<file path="src/tcc_map.svh">
`ifndef TCC_MAP_SVH
`define TCC_MAP_SVH
// Register indices on the plain port
`define TCC_REG_CTRL     4'h0
`define TCC_REG_IOAB     4'h1
`define TCC_REG_IOCD     4'h2
`define TCC_REG_COUNT    4'h3
`define TCC_REG_GRA      4'h4
`define TCC_REG_GRB      4'h5
`define TCC_REG_GRC      4'h6
`define TCC_REG_GRD      4'h7
`define TCC_REG_STATUS   4'h8
`define TCC_REG_PHASE    4'h9
// Control fields
`define TCC_CTRL_RUN     0
`define TCC_CTRL_SYNC    1
`define TCC_CTRL_EDGE_LO 2
`define TCC_CTRL_EDGE_HI 3
`define TCC_CTRL_CLR_LO  4
`define TCC_CTRL_CLR_HI  6
`define TCC_CTRL_DIV_LO  7
`define TCC_CTRL_DIV_HI  8
`define TCC_CTRL_BUF_AC  9
`define TCC_CTRL_BUF_BD  10
`define TCC_CTRL_ADC     11
`define TCC_CTRL_PHASE   12
`define TCC_CTRL_EXT     13
// Per-register io field: mode in 4 bits, input select in bit 4
`define TCC_IO_W         5
`define TCC_IO_SEL       4
`define TCC_IO_MODE_HI   3
// Status bits: a,b,c,d,ovf,unf
`define TCC_ST_OVF       4
`define TCC_ST_UNF       5
`define TCC_ST_W         6
// Prescaler
`define TCC_DIV4_LAST    6'h03
`define TCC_DIV16_LAST   6'h0f
`define TCC_DIV64_LAST   6'h3f
`define TCC_DIV4_HALF    6'h01
`define TCC_DIV16_HALF   6'h07
`define TCC_DIV64_HALF   6'h1f
`define TCC_CNT_MAX      16'hffff
`define TCC_CNT_ZERO     16'h0000
`define TCC_ZERO32       32'h0000_0000
`endif

</file>
<file path="src/tcc_pkg.sv">
package tcc_pkg;
   typedef enum logic [1:0] {EDGE_FALL, EDGE_RISE, EDGE_BOTH, EDGE_RSV} tcc_edge_t;
   typedef enum logic [2:0] {CLR_NONE, CLR_A, CLR_B, CLR_C, CLR_D, CLR_SYNC} tcc_clr_t;
   // io mode codes, 4 bits
   typedef enum logic [3:0] {
      IO_OFF, IO_LOW, IO_LOW_SET, IO_LOW_TGL, IO_HIGH_CLR, IO_HIGH, IO_HIGH_TGL,
      IO_CAP_RISE, IO_CAP_FALL, IO_CAP_BOTH, IO_CAP_CNT, IO_CAP_PREV
   } tcc_io_t;
   typedef struct packed {
      logic [3:0]  addr;
      logic [31:0] wdata;
      logic        wr;
      logic        rd;
   } tcc_bus_t;
   // Neighbour channel links
   typedef struct packed {
      logic sync_clr;
      logic count_tick;
      logic tick_is_fast;
      logic ev_a;
      logic ev_c;
   } tcc_link_t;
endpackage : tcc_pkg

</file>
<file path="src/tcc_channel.sv">
`include "tcc_map.svh"
`timescale 1ns/1ps
`default_nettype none
// Behaviour
// RULE_01 - Counter advances on falling, rising or both edges of count clock.
// RULE_02 - Clearing selectable: off, after match on A, after match on B.
// RULE_03 - Clearing on C or D match only on channels 0, 3, 6, 9.
// RULE_04 - Synchronised channel clears when another synchronised channel clears.
// RULE_05 - Channels 0, 3, 6, 9 buffer pairs A/C and B/D independently.
// RULE_06 - A buffering register does not capture or compare itself.
// RULE_07 - Register A event requests converter start; not on channels 5, 6.
// RULE_08 - Compare pin: off, low, high, or initial level then set/clear/toggle.
// RULE_09 - Capture on rising, falling or both edges of selected pin.
// RULE_10 - Channels 0, 3, 6, 9 capture on channel n+1 count, not undivided.
// RULE_11 - Channels 1, 4, 7, 10 capture A on channel n-1 A event.
// RULE_12 - Channels 1, 4, 7, 10 capture B on channel n-1 C event.
// RULE_13 - Register B capture input is pin B or pin A.
// RULE_14 - Register D capture input is pin D or pin C.
// RULE_15 - Registers C, D exist only on channels 0, 3, 6, 9.
// RULE_16 - Each general register raises its own event interrupt.
// RULE_17 - Separate interrupt requests on overflow and underflow.
// RULE_18 - Phase counting mode ignores the count clock selection.
// RULE_19 - Software enables synchronous operation on at least two channels.
// RULE_20 - Count clock is peripheral clock divided by 1, 4, 16 or 64.
// RULE_21 - Capture copies counter; match when counter equals register.
// RULE_22 - Every event sets a sticky status flag cleared by software.
module tcc_channel
   import tcc_pkg::*;
#(
   parameter int CHAN = 0
) (
   // Clock and reset
   input  wire logic            core_clk,
   input  wire logic            sys_rst,
   // Register port
   input  wire tcc_pkg::tcc_bus_t bus,
   output logic [31:0]          rdata,
   // Pins
   input  wire logic [3:0]      pin_in,
   output logic [3:0]           pin_out,
   output logic [3:0]           pin_oe,
   input  wire logic            ext_clk,
   input  wire logic            phase_up,
   input  wire logic            phase_dn,
   // Neighbours
   input  wire tcc_pkg::tcc_link_t next_in,
   input  wire tcc_pkg::tcc_link_t prev_in,
   input  wire logic            sync_clr_in,
   output tcc_pkg::tcc_link_t   link_out,
   // Requests
   output logic [3:0]           irq_gr,
   output logic                 irq_ovf,
   output logic                 irq_unf,
   output logic                 adc_start
);
   import tcc_pkg::*;

   localparam bit HAS_CD   = (CHAN % 3) == 0;
   localparam bit HAS_PREV = (CHAN % 3) == 1;
   localparam bit HAS_ADC  = (CHAN != 5) && (CHAN != 6);

   function automatic logic hit(input logic [3:0] idx);
      return bus.addr == idx;
   endfunction : hit

   logic [15:0] ctrl_q;
   logic [19:0] io_q;
   logic [15:0] cnt_q;
   logic [15:0] cnt_d;
   logic [15:0] gr_q [4];
   logic [`TCC_ST_W-1:0] st_q;
   logic [5:0]  pre_q;
   logic        srcf;
   logic [3:0]  prise;
   logic [3:0]  pfall;
   logic [3:0]  psync;
   logic        ext_lvl;
   logic        ext_rise;
   logic        ext_fall;
   logic [3:0]  match;
   logic [3:0]  cap_ev;
   logic [3:0]  is_cap;
   logic [3:0]  gr_ev;
   logic [3:0]  active;
   logic [3:0]  cap_rise;
   logic [3:0]  cap_fall;
   logic [3:0]  mode_wr;
   logic        tick;
   logic        up;
   logic        dn;
   logic        src;
   logic        ovf;
   logic        unf;
   logic        clr;
   logic        own_clr;
   tcc_clr_t    csel;

   // Pin synchronisers
   genvar g;
   generate
      for (g = 0; g < 4; g++) begin : g_pin
         tcc_sync3 u_sync (
            .core_clk (core_clk),
            .sys_rst  (sys_rst),
            .din      (pin_in[g]),
            .dout     (psync[g]),
            .rise     (prise[g]),
            .fall     (pfall[g])
         );
      end
   endgenerate

   tcc_sync3 u_ext (
      .core_clk (core_clk),
      .sys_rst  (sys_rst),
      .din      (ext_clk),
      .dout     (ext_lvl),
      .rise     (ext_rise),
      .fall     (ext_fall)
   );

   // RULE_20 prescaler
   always_ff @(posedge core_clk) begin
      if (sys_rst) begin
         pre_q <= 6'h00;
      end else begin
         pre_q <= pre_q + 6'h01;
      end
   end

   // Rise at period end, fall halfway: the count clock keeps the divided period
   always_comb begin
      case (ctrl_q[`TCC_CTRL_DIV_HI:`TCC_CTRL_DIV_LO])
         // Undivided clock: every cycle is an edge regardless of selection
         2'd0: begin
            src  = 1'b1;
            srcf = 1'b1;
         end
         2'd1: begin
            src  = pre_q[1:0] == `TCC_DIV4_LAST;
            srcf = pre_q[1:0] == `TCC_DIV4_HALF;
         end
         2'd2: begin
            src  = pre_q[3:0] == `TCC_DIV16_LAST;
            srcf = pre_q[3:0] == `TCC_DIV16_HALF;
         end
         default: begin
            src  = pre_q == `TCC_DIV64_LAST;
            srcf = pre_q == `TCC_DIV64_HALF;
         end
      endcase
   end

   always_comb begin
      logic r;
      logic f;
      r = ctrl_q[`TCC_CTRL_EXT] ? ext_rise : src;
      f = ctrl_q[`TCC_CTRL_EXT] ? ext_fall : srcf;
      // RULE_01 edge selection
      case (tcc_edge_t'(ctrl_q[`TCC_CTRL_EDGE_HI:`TCC_CTRL_EDGE_LO]))
         EDGE_FALL: tick = f;
         EDGE_RISE: tick = r;
         default:   tick = r || f;
      endcase
      // RULE_18 phase mode bypasses clock select
      if (ctrl_q[`TCC_CTRL_PHASE]) begin
         up = phase_up && !phase_dn && ctrl_q[`TCC_CTRL_RUN];
         dn = phase_dn && !phase_up && ctrl_q[`TCC_CTRL_RUN];
      end else begin
         up = tick && ctrl_q[`TCC_CTRL_RUN];
         dn = 1'b0;
      end
   end

   // RULE_05 RULE_06 RULE_15 which registers act
   always_comb begin
      active[0] = 1'b1;
      active[1] = 1'b1;
      active[2] = HAS_CD && !ctrl_q[`TCC_CTRL_BUF_AC];
      active[3] = HAS_CD && !ctrl_q[`TCC_CTRL_BUF_BD];
      cap_rise  = prise;
      cap_fall  = pfall;
      // RULE_13 B from pin A
      if (io_q[`TCC_IO_W+`TCC_IO_SEL]) begin
         cap_rise[1] = prise[0];
         cap_fall[1] = pfall[0];
      end
      // RULE_14 D from pin C
      if (io_q[3*`TCC_IO_W+`TCC_IO_SEL]) begin
         cap_rise[3] = prise[2];
         cap_fall[3] = pfall[2];
      end
   end

   generate
      for (g = 0; g < 4; g++) begin : g_gr
         logic prev_ev;
         // RULE_11 RULE_12 neighbour sources
         assign prev_ev = HAS_PREV && ((g == 0) ? prev_in.ev_a :
                                       (g == 1) ? prev_in.ev_c : 1'b0);
         assign mode_wr[g] = bus.wr && hit((g < 2) ? `TCC_REG_IOAB : `TCC_REG_IOCD);
         // RULE_21 equality compare
         assign match[g] = active[g] && !is_cap[g] && (cnt_q == gr_q[g]) && (up || dn);
         assign gr_ev[g] = match[g] || cap_ev[g];
         tcc_cmp_unit u_unit (
            .core_clk   (core_clk),
            .sys_rst    (sys_rst),
            .mode       (io_q[g*`TCC_IO_W +: 4]),
            .mode_wr    (mode_wr[g]),
            .active     (active[g]),
            .match      (match[g]),
            .pin_rise   (cap_rise[g]),
            .pin_fall   (cap_fall[g]),
            .cnt_tick   (HAS_CD && next_in.count_tick),
            .cnt_fast   (next_in.tick_is_fast),
            .prev_ev    (prev_ev),
            .cap_ev     (cap_ev[g]),
            .is_capture (is_cap[g]),
            .pin_out    (pin_out[g]),
            .pin_oe     (pin_oe[g])
         );
      end
   endgenerate

   // RULE_02 RULE_03 clear source
   always_comb begin
      csel = tcc_clr_t'(ctrl_q[`TCC_CTRL_CLR_HI:`TCC_CTRL_CLR_LO]);
      case (csel)
         CLR_A:   own_clr = match[0];
         CLR_B:   own_clr = match[1];
         CLR_C:   own_clr = HAS_CD && match[2];
         CLR_D:   own_clr = HAS_CD && match[3];
         default: own_clr = 1'b0;
      endcase
      // RULE_04 synchronised clear
      clr = own_clr || (csel == CLR_SYNC && ctrl_q[`TCC_CTRL_SYNC] && sync_clr_in);
      ovf = up && cnt_q == `TCC_CNT_MAX;
      unf = dn && cnt_q == `TCC_CNT_ZERO;
      cnt_d = cnt_q;
      if (clr) begin
         cnt_d = `TCC_CNT_ZERO;
      end else if (up) begin
         cnt_d = cnt_q + 16'h0001;
      end else if (dn) begin
         cnt_d = cnt_q - 16'h0001;
      end
   end

   always_ff @(posedge core_clk) begin
      if (sys_rst) begin
         cnt_q <= `TCC_CNT_ZERO;
      end else if (bus.wr && hit(`TCC_REG_COUNT)) begin
         cnt_q <= bus.wdata[15:0];
      end else begin
         cnt_q <= cnt_d;
      end
   end

   // Control registers; C/D fields dropped where absent
   always_ff @(posedge core_clk) begin
      if (sys_rst) begin
         ctrl_q <= 16'h0000;
         io_q   <= 20'h0_0000;
      end else if (bus.wr) begin
         if (hit(`TCC_REG_CTRL)) begin
            ctrl_q <= bus.wdata[15:0];
            if (!HAS_CD) begin
               ctrl_q[`TCC_CTRL_BUF_BD:`TCC_CTRL_BUF_AC] <= 2'b00;
            end
         end
         if (hit(`TCC_REG_IOAB)) begin
            io_q[9:0] <= bus.wdata[9:0];
         end
         // RULE_15 absent registers ignore writes
         if (hit(`TCC_REG_IOCD) && HAS_CD) begin
            io_q[19:10] <= bus.wdata[9:0];
         end
      end
   end

   // RULE_21 capture copy, RULE_05 buffer transfer at match (A/B) or at capture (C/D)
   generate
      for (g = 0; g < 4; g++) begin : g_store
         // Other register of the buffer pair, always in range
         localparam int PAIR = (g < 2) ? g + 2 : g - 2;
         always_ff @(posedge core_clk) begin
            if (sys_rst) begin
               gr_q[g] <= 16'hffff;
            end else if (bus.wr && hit(`TCC_REG_GRA + 4'(g)) && (g < 2 || HAS_CD)) begin
               gr_q[g] <= bus.wdata[15:0];
            end else if (cap_ev[g]) begin
               gr_q[g] <= cnt_q;
            end else if (g < 2 && HAS_CD && match[g] &&
                         ctrl_q[`TCC_CTRL_BUF_AC + g]) begin
               gr_q[g] <= gr_q[PAIR];
            end else if (g >= 2 && cap_ev[PAIR] && ctrl_q[`TCC_CTRL_BUF_AC + PAIR]) begin
               gr_q[g] <= gr_q[PAIR];
            end
         end
      end
   endgenerate

   // RULE_22 sticky flags, set wins over clear
   always_ff @(posedge core_clk) begin
      if (sys_rst) begin
         st_q <= 6'h00;
      end else begin
         if (bus.wr && hit(`TCC_REG_STATUS)) begin
            st_q <= (st_q & ~bus.wdata[5:0]) | {unf, ovf, gr_ev};
         end else begin
            st_q <= st_q | {unf, ovf, gr_ev};
         end
      end
   end

   // RULE_16 RULE_17 RULE_07 request pulses
   always_ff @(posedge core_clk) begin
      if (sys_rst) begin
         irq_gr    <= 4'h0;
         irq_ovf   <= 1'b0;
         irq_unf   <= 1'b0;
         adc_start <= 1'b0;
      end else begin
         irq_gr    <= gr_ev;
         irq_ovf   <= ovf;
         irq_unf   <= unf;
         adc_start <= HAS_ADC && ctrl_q[`TCC_CTRL_ADC] && gr_ev[0];
      end
   end

   always_comb begin
      // Own clears only, so linked channels form no combinational loop
      link_out.sync_clr     = ctrl_q[`TCC_CTRL_SYNC] && own_clr;
      link_out.count_tick   = up || dn;
      link_out.tick_is_fast = !ctrl_q[`TCC_CTRL_EXT] && !ctrl_q[`TCC_CTRL_PHASE] &&
                              ctrl_q[`TCC_CTRL_DIV_HI:`TCC_CTRL_DIV_LO] == 2'd0;
      link_out.ev_a         = gr_ev[0];
      link_out.ev_c         = gr_ev[2];
   end

   always_ff @(posedge core_clk) begin
      if (sys_rst) begin
         rdata <= `TCC_ZERO32;
      end else if (bus.rd) begin
         case (bus.addr)
            `TCC_REG_CTRL:   rdata <= {16'h0000, ctrl_q};
            `TCC_REG_IOAB:   rdata <= {22'h00_0000, io_q[9:0]};
            `TCC_REG_IOCD:   rdata <= {22'h00_0000, io_q[19:10]};
            `TCC_REG_COUNT:  rdata <= {16'h0000, cnt_q};
            `TCC_REG_GRA:    rdata <= {16'h0000, gr_q[0]};
            `TCC_REG_GRB:    rdata <= {16'h0000, gr_q[1]};
            `TCC_REG_GRC:    rdata <= HAS_CD ? {16'h0000, gr_q[2]} : `TCC_ZERO32;
            `TCC_REG_GRD:    rdata <= HAS_CD ? {16'h0000, gr_q[3]} : `TCC_ZERO32;
            `TCC_REG_STATUS: rdata <= {26'h000_0000, st_q};
            `TCC_REG_PHASE:  rdata <= {28'h000_0000, psync};
            default:         rdata <= `TCC_ZERO32;
         endcase
      end else begin
         rdata <= `TCC_ZERO32;
      end
   end
   // External level unused; only its edges count
   logic unused_ok;
   assign unused_ok = ext_lvl;
endmodule : tcc_channel
`default_nettype wire

</file>
<file path="src/tcc_cmp_unit.sv">
`timescale 1ns/1ps
`default_nettype none
// One general register's pin logic: compare output and capture edge detect
module tcc_cmp_unit
   import tcc_pkg::*;
(
   // Clock and reset
   input  wire logic        core_clk,
   input  wire logic        sys_rst,
   // Setup
   input  wire logic [3:0]  mode,
   input  wire logic        mode_wr,
   input  wire logic        active,
   // Events
   input  wire logic        match,
   input  wire logic        pin_rise,
   input  wire logic        pin_fall,
   input  wire logic        cnt_tick,
   input  wire logic        cnt_fast,
   input  wire logic        prev_ev,
   // Results
   output var  logic        cap_ev,
   output var  logic        is_capture,
   output var  logic        pin_out,
   output var  logic        pin_oe
);
   import tcc_pkg::*;
   tcc_io_t m;
   logic    reload_q;
   always_comb begin
      m = tcc_io_t'(mode);
      is_capture = active && (m >= IO_CAP_RISE);
      case (m)
         // RULE_09 capture edges
         IO_CAP_RISE: cap_ev = active && pin_rise;
         IO_CAP_FALL: cap_ev = active && pin_fall;
         IO_CAP_BOTH: cap_ev = active && (pin_rise || pin_fall);
         // RULE_10 neighbour count capture
         IO_CAP_CNT:  cap_ev = active && cnt_tick && !cnt_fast;
         // RULE_11 previous channel event
         IO_CAP_PREV: cap_ev = active && prev_ev;
         default:     cap_ev = 1'b0;
      endcase
      pin_oe = active && (m != IO_OFF) && (m < IO_CAP_RISE);
   end
   // Mode takes the write on that edge, so reload from it one cycle later
   always_ff @(posedge core_clk) begin
      if (sys_rst) begin
         reload_q <= 1'b0;
      end else begin
         reload_q <= mode_wr;
      end
   end
   // RULE_08 compare pin drive
   always_ff @(posedge core_clk) begin
      if (sys_rst) begin
         pin_out <= 1'b0;
      end else if (reload_q) begin
         pin_out <= (m == IO_HIGH_CLR) || (m == IO_HIGH) || (m == IO_HIGH_TGL);
      end else if (active && match) begin
         case (m)
            IO_LOW_SET:  pin_out <= 1'b1;
            IO_HIGH_CLR: pin_out <= 1'b0;
            IO_LOW_TGL,
            IO_HIGH_TGL: pin_out <= !pin_out;
            default:     pin_out <= pin_out;
         endcase
      end
   end
endmodule : tcc_cmp_unit
`default_nettype wire

</file>
<file path="src/tcc_sync3.sv">
`timescale 1ns/1ps
`default_nettype none
// Three-stage synchroniser, change accepted when stages two and three agree
module tcc_sync3 (
   // Clock and reset
   input  wire logic core_clk,
   input  wire logic sys_rst,
   // Data
   input  wire logic din,
   output var  logic dout,
   output var  logic rise,
   output var  logic fall
);
   logic s1_q;
   logic s2_q;
   logic s3_q;
   always_ff @(posedge core_clk) begin
      if (sys_rst) begin
         s1_q <= 1'b0;
         s2_q <= 1'b0;
         s3_q <= 1'b0;
         dout <= 1'b0;
      end else begin
         s1_q <= din;
         s2_q <= s1_q;
         s3_q <= s2_q;
         if (s2_q == s3_q) begin
            dout <= s3_q;
         end
      end
   end
   always_comb begin
      rise = (s2_q == s3_q) && s3_q && !dout;
      fall = (s2_q == s3_q) && !s3_q && dout;
   end
endmodule : tcc_sync3
`default_nettype wire
</file>
<file path="config.mk">
export PLATFORM = sky130hd
export DESIGN_NAME = tcc_channel
export DESIGN_NICKNAME = d
export VERILOG_FILES = /design/src/tcc_pkg.sv /design/src/tcc_channel.sv /design/src/tcc_cmp_unit.sv /design/src/tcc_sync3.sv
export VERILOG_INCLUDE_DIRS = /design/src
export SDC_FILE = /design/constraint.sdc
export NUM_CORES = 1
export LEC_CHECK = 0
export BUFFER_PORTS_ARGS = -buffer_cell sky130_fd_sc_hd__buf_2
export CORE_ASPECT_RATIO = 1.1
export CORE_UTILIZATION = 35
export DETAILED_ROUTE_END_ITERATION = 10
export HOLD_SLACK_MARGIN = 0.05
export PLACE_DENSITY = 0.63
export REMOVE_ABC_BUFFERS = 1
export SLEW_MARGIN = 20
export SYNTH_ARGS = -nofsm -noshare
export SYNTH_HDL_FRONTEND = slang
export SYNTH_SLANG_ARGS = --single-unit
</file>
<file path="constraint.sdc">
create_clock -name core_clk -period 5.9 [get_ports core_clk]
set_input_delay 0 -clock core_clk [delete_from_list [all_inputs] [get_ports core_clk]]
set_output_delay 0 -clock core_clk [all_outputs]
set_load 0.05 [all_outputs]
</file>
==> out/qor.yml, run 1 <==
status: "finished, final reports clean"
final_nets: 1357
power_density_nw_per_um2: 234.8
min_from: "bus[36]"
yosys.area.top_type: "dfxtp_1"
fmax_mhz: 217.9
synth_edf_count: 64
dp_slack_ns: 1.342
root_buffer: "clkbuf_16"
rsz0062_at_grt: "no"
postRouteAntennaNets: 0
setup_viol: 0
cp-end-kind: "flip-flop"
synth-seq-cells: 177
initial_core_util_pct: 35.84
vias_per_cell: 5.825
netlist_area_um2: 10690
clkLatencyLatePin_ns: 0.46
dpl.hpwl_um: 25600
drive_above_1_share_pct: 11.70
row_count: 66
fin_crit_ns: 4.589
cts_tree: "yes"
worstSetupPathType: "flip-flop to flip-flop"
synth_cell_type_count: 83
hold_buffers: 27
dieArea_um2: 31230
synthCells: 1248
overflow: 0
grt_max_degree: 69
hold_viol_final: 0
cts_setup_buffers: 0
place_congestion: 0.9682
cts_buffers: 17
path_clk_slew_ns: 0.08
worstHoldPathType: "input pin to flip-flop"
yosys-top-cells-area: "dfxtp_1 (21%), edfxtp_1 (18%), nand2_1 (5.6%)"
drt-initial-drc-count: 1006
grt_pass1_vias: 9241
critPathSlowestCell: "a221oi_1"
synth_warnings: 0
cts_resized: 0
die_h_um: 185.3
worstPathArrival_ns: 4.99
rr_startpoint: "pre_q[0]"
drv_slew: 0
h-tree-depth: 4
drv_cap: 0
drt_drc_violations_left: 0
fin_util_pct: 39.68
p_leak_nw: 4.044
grt_antenna_before_repair: 0
area_growth_pct: 10.70
vias: 9844
core_area_um2: 29810
synth-main-ff-cell: "dfxtp_1"
start_kind: "flip-flop"
async_flop_share_pct: 0
fin_ws_ns: 1.311
n_antenna_cell: 0
cts.sinks: 177
critical-path-max-stage-delay_ns: 0.62
crit_chain: "ha_1, nand3_1, o221ai_1, o21ai_0, a221oi_1, inv_1, ha_1, nand2_1, o21ai_0, a22o_1, o21a_1, a31oi_1, xor2_1, a2111oi_0, a31o_2"
relSlewSlack_pct: 25.14
syn_avg_cell_area_um2: 8.562
cp_max_fo: 18
wire_per_inst_um: 21.85
tns_ns: 0
port_buffers: 69
die_x_um: 168.6
wirelength_um: 36930
netlist.area_leader.share_pct: 21.17
min_period_over_period_pct: 77.77
clock_path_buffers: 2
peakVddDrop_v: 0.0001892
fin_skew_ns: 0.02206
startpoint: "pre_q[0]"
seq_area_frac_synth_pct: 39.16
worst_slew_pin_slew_ns: 1.122
io_pins: 110
track_usage_pct: 23.75
firstDrtPassIters: 7
grt_pass1_wl_um: 55460
crit_required_ns: 6.30
[critical path, delay by kind of cell, from the launching register on]
| kind | cells | cell delay (ns) |
|---|---|---|
| compound gates | 9 | 2.53 |
| simple gates | 2 | 0.21 |
| flops | 1 | 0.38 |
| buf+inv | 1 | 0.52 |
| xor+xnor | 1 | 0.15 |
| fa+ha+maj | 2 | 0.73 |
[through the flow]
stage                     power (W)  instances  instance area [um2]  hold WS, ns
after detailed placement   0.001620       1631                10970       0.2155
after global routing       0.002860       1690                11830      0.08839
after floorplan            0.001506       1138                 9988      0.06465
after global placement     0.001616       1631                10970       0.2166
after CTS                  0.002782       1690                11830      0.06634
final                      0.002777       1690                11830      0.07489
[routing by layer]
metal | track usage [%] | vias to the layer above | routed length, um
li1 | - | 4465 | -
met1 | 31.32 | 4739 | 15010
met2 | 37.26 | 544 | 16780
met3 | 3.718 | 96 | 3449
met4 | 12.87 | 0 | 1693
met5 | 0 | - | 0
[cells in the final DEF (no fill, tap or decap), drive strengths merged, types with 22 or more instances in the layout]
cell,instances
clkbuf,22
a22oi,48
nor4,22
a21oi,102
inv,60
buf,85
nor2b,26
a31oi,34
nor2,113
dlygate4sd3,27
nand3,23
ha,29
edfxtp,64
xor2,61
dfxtp,113
nand2,159
o22ai,53
[cell usage after synthesis (10+ instances only)]
master,count
a21oi_1,92
a21oi_2,10
a22oi_1,48
a31oi_1,34
buf_2,19
buf_4,37
clkbuf_1,52
dfxtp_1,113
edfxtp_1,64
ha_1,29
inv_1,53
nand2_1,158
nand2b_1,18
nand3_1,23
nand4_1,11
nor2_1,112
nor2b_1,26
nor3_1,16
nor4_1,19
o21ai_0,16
o22ai_1,53
xnor2_1,18
xor2_1,61
[sequential cells by signal, indices dropped and copies added, names as in the netlist, 6 cells and up]
signal / count
cnt_q: 16
pre_q: 6
io_q: 20
rdata: 16
ctrl_q: 16
gr_q: 64
st_q: 6
[power breakdown]
| group | switching, W | internal (W) |
|---|---|---|
| Clock | 0.000538 | 0.000626 |
| Combinational | 0.000199 | 0.0000993 |
| Sequential | 0.0000321 | 0.00128 |
| Total | 0.000770 | 0.00201 |
[cells by family (layout without fill, tap and decap cells)]
group | after synthesis | in the layout | synth area share [%]
adder cells (fa/ha/maj) | 30 | 30 | 3.583
AO/OA/AOI/OAI | 334 | 334 | 21.11
other | 1 | 16 | 0.03510
XOR/XNOR | 79 | 79 | 6.475
AND/OR/NAND/NOR | 438 | 438 | 19.73
multiplexers | 10 | 10 | 0.9602
buffers and inverters | 179 | 198 | 8.946
flip-flops | 177 | 177 | 39.16
[worst paths after layout]
check | end | slack, ns | depth (start not counted)
worst max-delay path | cnt_q[12] | 1.31 | 15
worst min-delay path | rdata[2] | 0.07 | 3
worst max register to register | cnt_q[12] | 1.31 | 15
worst min register to register | g_pin[3].u_sync.s2_q | 0.44 | 1
[layout make-up]
cell class | count | area (um2)
fill | 3043 | 17980
clock buffer | 22 | 508.0
sequential | 177 | 4184
multi-input combinational | 907 | 5602
timing repair buffer | 112 | 738.2
inverter | 54 | 202.7
tap | 408 | 510.5
clock inverter | 10 | 83.83
Power figures use the tool's default switching activity.
==> run 2, diff against run 1 <==
- clock period: 5.9 -> 4.3 ns (I/O delays scaled with it)
==> out/qor.yml, run 2 (synthesized netlist as in run 1, its figures left out) <==
final_nets: 1372
final_cell_mix: "nand2_1 (158), dfxtp_1 (113), nor2_1 (112)"
critPathSlowestCell: "a2111oi_1"
overflow: 0
largest_reg_flops: 64
worstSetupPathType: "flip-flop to flip-flop"
firstDrtPassIters: 6
dieArea_um2: 31230
dpl.hpwl_um: 26300
wirelength_um: 37070
die_x_um: 168.6
rsz0062_at_grt: "no"
grt_pass1_vias: 9123
area_growth_pct: 12.01
power_density_nw_per_um2: 320.9
hold_viol_final: 0
grt_max_degree: 52
p_leak_nw: 4.134
vias_per_cell: 5.728
root_buffer: "clkbuf_16"
crit_chain: "ha_1, nand3_1, o221ai_1, o21ai_0, a221oi_2, inv_1, buf_4, ha_1, and3_1, a22o_1, o21a_1, a31oi_1, xor2_1, a2111oi_1, a31o_2"
place_congestion: 0.9500
setup_viol: 0
min_period_over_period_pct: 89.63
core_area_um2: 29810
track_usage_pct: 23.63
peakVddDrop_v: 0.0002490
port_buffers: 69
clock_path_buffers: 2
row_count: 66
n_antenna_cell: 0
postRouteAntennaNets: 0
worst_slew_pin_slew_ns: 1.062
drv_slew: 0
critical-path-max-stage-delay_ns: 0.39
drt-initial-drc-count: 1197
worstPathArrival_ns: 4.25
initial_core_util_pct: 35.84
crit_top_cell: "ha_1"
crit_required_ns: 4.70
fmax_mhz: 259.5
io_pins: 110
relSlewSlack_pct: 29.04
largestRegisters: "gr_q: 64 flops, io_q: 20 flops"
cts.sinks: 177
start_kind: "flip-flop"
cts_tree: "yes"
grt_pass1_wl_um: 54980
top_register: "gr_q"
drt_drc_violations_left: 0
drv_cap: 0
cp-end-kind: "flip-flop"
final_common_cell: "nand2_1"
cts_buffers: 17
h-tree-depth: 4
fin_util_pct: 40.15
cts_setup_buffers: 0
cp_max_fo: 13
status: "finished, final reports clean"
fin_skew_ns: 0.01474
tns_ns: 0
fin_crit_ns: 3.854
grt_antenna_before_repair: 0
worstHoldPathType: "input pin to flip-flop"
die_h_um: 185.3
drive_above_1_share_pct: 13.03
clkLatencyLatePin_ns: 0.45
path_clk_slew_ns: 0.08
vias: 9767
wire_per_inst_um: 21.74
[run 2: worst max-delay path, delay by kind of cell, from the launching register on]
family / cells / cell delay, ns
and+or+nand+nor: 2 / 0.37
xor gates and xnor gates: 1 / 0.09
DFF: 1 / 0.38
adders and majority gates: 2 / 0.60
AOI/OAI and AO/OA: 8 / 1.96
buffers and inverters: 2 / 0.42
[run 2: cell type report]
type	instances	area (um2)
fill	3024	17840
multi-input combinational	907	5618
sequential	177	4184
timing repair buffer	127	850.8
tap	408	510.5
clock buffer	21	493.0
inverter	54	202.7
clock inverter	11	110.1
[run 2: report_power, final]
group	switching [W]	internal [W]
clock network	0.000724	0.000897
registers	0.0000416	0.00176
logic	0.000278	0.000142
[run 2: stage by stage]
stage          setup slack, ns  hold WS (ns)  instances  instance area [um2]  power, W
2_1_floorplan           0.5490       0.06465       1138                 9988  0.002067
3_3_place_gp            0.3925        0.2113       1646                11080  0.002224
3_5_place_dp            0.3703        0.2175       1646                11080  0.002228
4_1_cts                 0.3235       0.09692       1705                11960  0.003851
5_1_grt                 0.1290        0.1295       1705                11970  0.003956
6_report                0.4457        0.1012       1705                11970  0.003841
[run 2: what timing repair did]
| action | 4_1_cts | 5_1_grt |
|---|---|---|
| hold endpoints to repair | 97 | 0 |
| endpoints found under the setup margin | 0 | 3 |
| hold buffers | 27 | 0 |
| gates resized for setup | 0 | 3 |
[run 2: final timing paths]
kind	cells past startpoint	slack, ns	start	end
worst max-delay path	15	0.45	pre_q[0]	cnt_q[12]
worst min-delay path	3	0.10	bus[36]	rdata[2]
worst max register to register	15	0.45	pre_q[0]	cnt_q[12]
worst min register to register	1	0.44	g_pin[2].u_sync.s1_q	g_pin[2].u_sync.s2_q
[run 2: metal layers]
| metal | vias up | track usage (%) | part of all wire, % |
|---|---|---|---|
| met5 | - | 0 | 0 |
| met1 | 4636 | 30.08 | 41 |
| met3 | 117 | 4.573 | 8.5 |
| met2 | 511 | 37.03 | 45 |
| li1 | 4503 | - | - |
| met4 | 0 | 14.36 | 6.1 |
==> run 3, diff against run 2 <==
- ABC_AREA: unset -> 1
==> out/qor.yml, run 3 <==
area_growth_pct: 12.17
yosys.area.top_type: "dfxtp_1"
grt_antenna_before_repair: 0
fin_crit_ns: 3.609
cts_buffers: 17
worst_slew_pin_slew_ns: 1.049
path_buf_inv: 3
fin_skew_ns: 0.01581
rsz0062_at_grt: "no"
power_density_nw_per_um2: 315.8
whs_endpoint: "rdata[14]"
min_period_over_period_pct: 83.93
min_from: "bus[37]"
postRouteAntennaNets: 0
initial_core_util_pct: 35.80
worstPathArrival_ns: 3.61
syn_avg_cell_area_um2: 7.258
cts_resized: 0
drt-initial-drc-count: 1296
cp-end-kind: "output port"
vias_per_cell: 5.526
setup_viol: 0
met1_usage_pct: 32.53
synth_edf_count: 64
status: "finished, final reports clean"
synth-seq-cells: 177
holdPathStages: 4
path_clk_slew_ns: 0.07
startpoint: "pre_q[0]"
final_cell_mix: "nand2_1 (304), nor2_1 (192), inv_1 (162)"
dieArea_um2: 32010
fin_ws_ns: 0.6911
netlist.area_leader.share_pct: 20.65
cts.sinks: 177
critical-path-max-stage-delay_ns: 0.57
n_antenna_cell: 0
wire_per_inst_um: 19.57
vias: 10991
final_nets: 1650
peakVddDrop_v: 0.0002577
h-tree-depth: 4
io_pins: 110
row_count: 67
crit_top_cell: "nand2_1"
grt_max_degree: 58
tns_ns: 0
critPathSlowestCell: "nor2_1"
largestRegisters: "gr_q: 64 flops, io_q: 20 flops"
netlist_top_cells_count: "nand2_1 (304), nor2_1 (194), inv_1 (162)"
final_common_cell: "nand2_1"
grt_use_met3_pct: 3.546
dp_slack_ns: 0.8014
clkLatencyLatePin_ns: 0.45
crit_required_ns: 4.30
synthCells: 1509
drive_above_1_share_pct: 10.54
place_congestion: 0.9511
start_kind: "flip-flop"
overflow: 0
r2r_end: "cnt_q[12]"
crit_chain: "ha_1, nand2_1, nor2_1, nor2_1, nand2_1, nand2_1, nand2_1, nand2_1, nand2_2, nand2_4, nand2_4, inv_2, nor3_4, nor2_1, inv_1, buf_2"
fmax_mhz: 277.1
worstSetupPathType: "flip-flop to output port"
drv_slew: 0
seq_area_frac_synth_pct: 38.20
yosys-top-cells-area: "dfxtp_1 (21%), edfxtp_1 (18%), nand2_1 (10%)"
drv_cap: 0
track_usage_pct: 24.29
core_area_um2: 30600
synth_cell_type_count: 59
netlist_area_um2: 10950
rr_startpoint: "pre_q[0]"
relSlewSlack_pct: 29.98
cp_top_family: "simple AND/OR/NAND/NOR gates"
firstDrtPassIters: 6
reg2reg_depth: 24
wirelength_um: 38930
worstHoldPathType: "input pin to flip-flop"
grt.met2_usage_pct: 38.40
p_leak_nw: 5.122
clock_path_buffers: 2
grt_pass1_wl_um: 58550
port_buffers: 69
synth.most_common_cell: "nand2_1"
busiest_layer: "met2"
rrSetupSlack_ns: 0.78
top_register: "gr_q"
synth-main-ff-cell: "dfxtp_1"
cts_tree: "yes"
async_flop_share_pct: 0
die_x_um: 170.7
root_buffer: "clkbuf_16"
synth_warnings: 0
dpl.hpwl_um: 28580
drt_drc_violations_left: 0
grt_pass1_vias: 9881
largest_reg_flops: 64
cp_max_fo: 22
hold_viol_final: 0
die_h_um: 187.5
run 3: cell types whose count changed in the layout (fill, tap and decap cells not counted), sizes merged, moves of 17 or more:
cell    delta
a21oi     -25
a22oi     -39
a31oi     -24
buf       -17
inv      +130
nand2    +149
nand2b    -18
nand3     +38
nand4     +28
nor2      +92
nor2b     -26
o21ai    +106
xor2      -33
run 3: metrics by stage:
step / std cells / util (%) / area, um2 / hold WS [ns] / total power [W]
after CTS: 1989 / 40.15 / 12290 / 0.08179 / 0.003883
after detailed placement: 1932 / 37.47 / 11470 / 0.2110 / 0.002339
final: 1989 / 40.15 / 12290 / 0.09674 / 0.003879
after global routing: 1989 / 40.15 / 12290 / 0.1093 / 0.003999
after floorplan: 1435 / - / 10490 / 0.06669 / 0.002166
after global placement: 1932 / 37.46 / 11460 / 0.2034 / 0.002334
run 3: layer usage:
| metal | vias to the layer above | wire length, um |
|---|---|---|
| met5 | - | 0 |
| met4 | 0 | 1449 |
| met3 | 82 | 3406 |
| met2 | 592 | 17960 |
| met1 | 5146 | 16110 |
| li1 | 5171 | - |
run 3: cell families after synthesis:
kind of cell | count (synthesis) | share of synthesized area, %
adders and majority gates | 30 | 3.496
DFF | 177 | 38.20
xor gates and xnor gates | 41 | 3.279
and+or+nand+nor | 660 | 26.10
other | 1 | 0.03424
buffers and inverters | 274 | 11.06
AOI/OAI and AO/OA | 326 | 17.83
run 3: power by group:
part	switching (W)	internal, W
Clock	0.000733	0.000819
Sequential	0.0000432	0.00177
Combinational	0.000364	0.000155
run 3: tightest hold or removal path, cell delays in order:
cell     delay (ns)
buf_2          0.12
nor2_4         0.08
nand3_1        0.07
a41oi_1        0.17
run 3: timing repair:
| action | CTS | global route |
|---|---|---|
| endpoints found under the hold margin | 71 | 0 |
| endpoints found under the setup margin | 0 | 0 |
| hold buffers | 25 | 0 |
| buffers inserted | 0 | 0 |
run 3: worst max-delay path by stage:
stage | endpoint | cells after the start
floorplan | cnt_q[12] | 24
global placement | cnt_q[12] | 24
detailed placement | cnt_q[12] | 24
CTS | link_out[1] | 16
global route | cnt_q[12] | 24
finish | link_out[1] | 16
run 3: final cells by class:
type                       instances  area, um2
fill                            3196      18310
multi-input combinational       1073       5619
sequential                       177       4184
timing repair buffer             108      700.7
inverter                         185      694.4
tap                              414      518.0
clock buffer                      20      479.2
clock inverter                    12      90.09
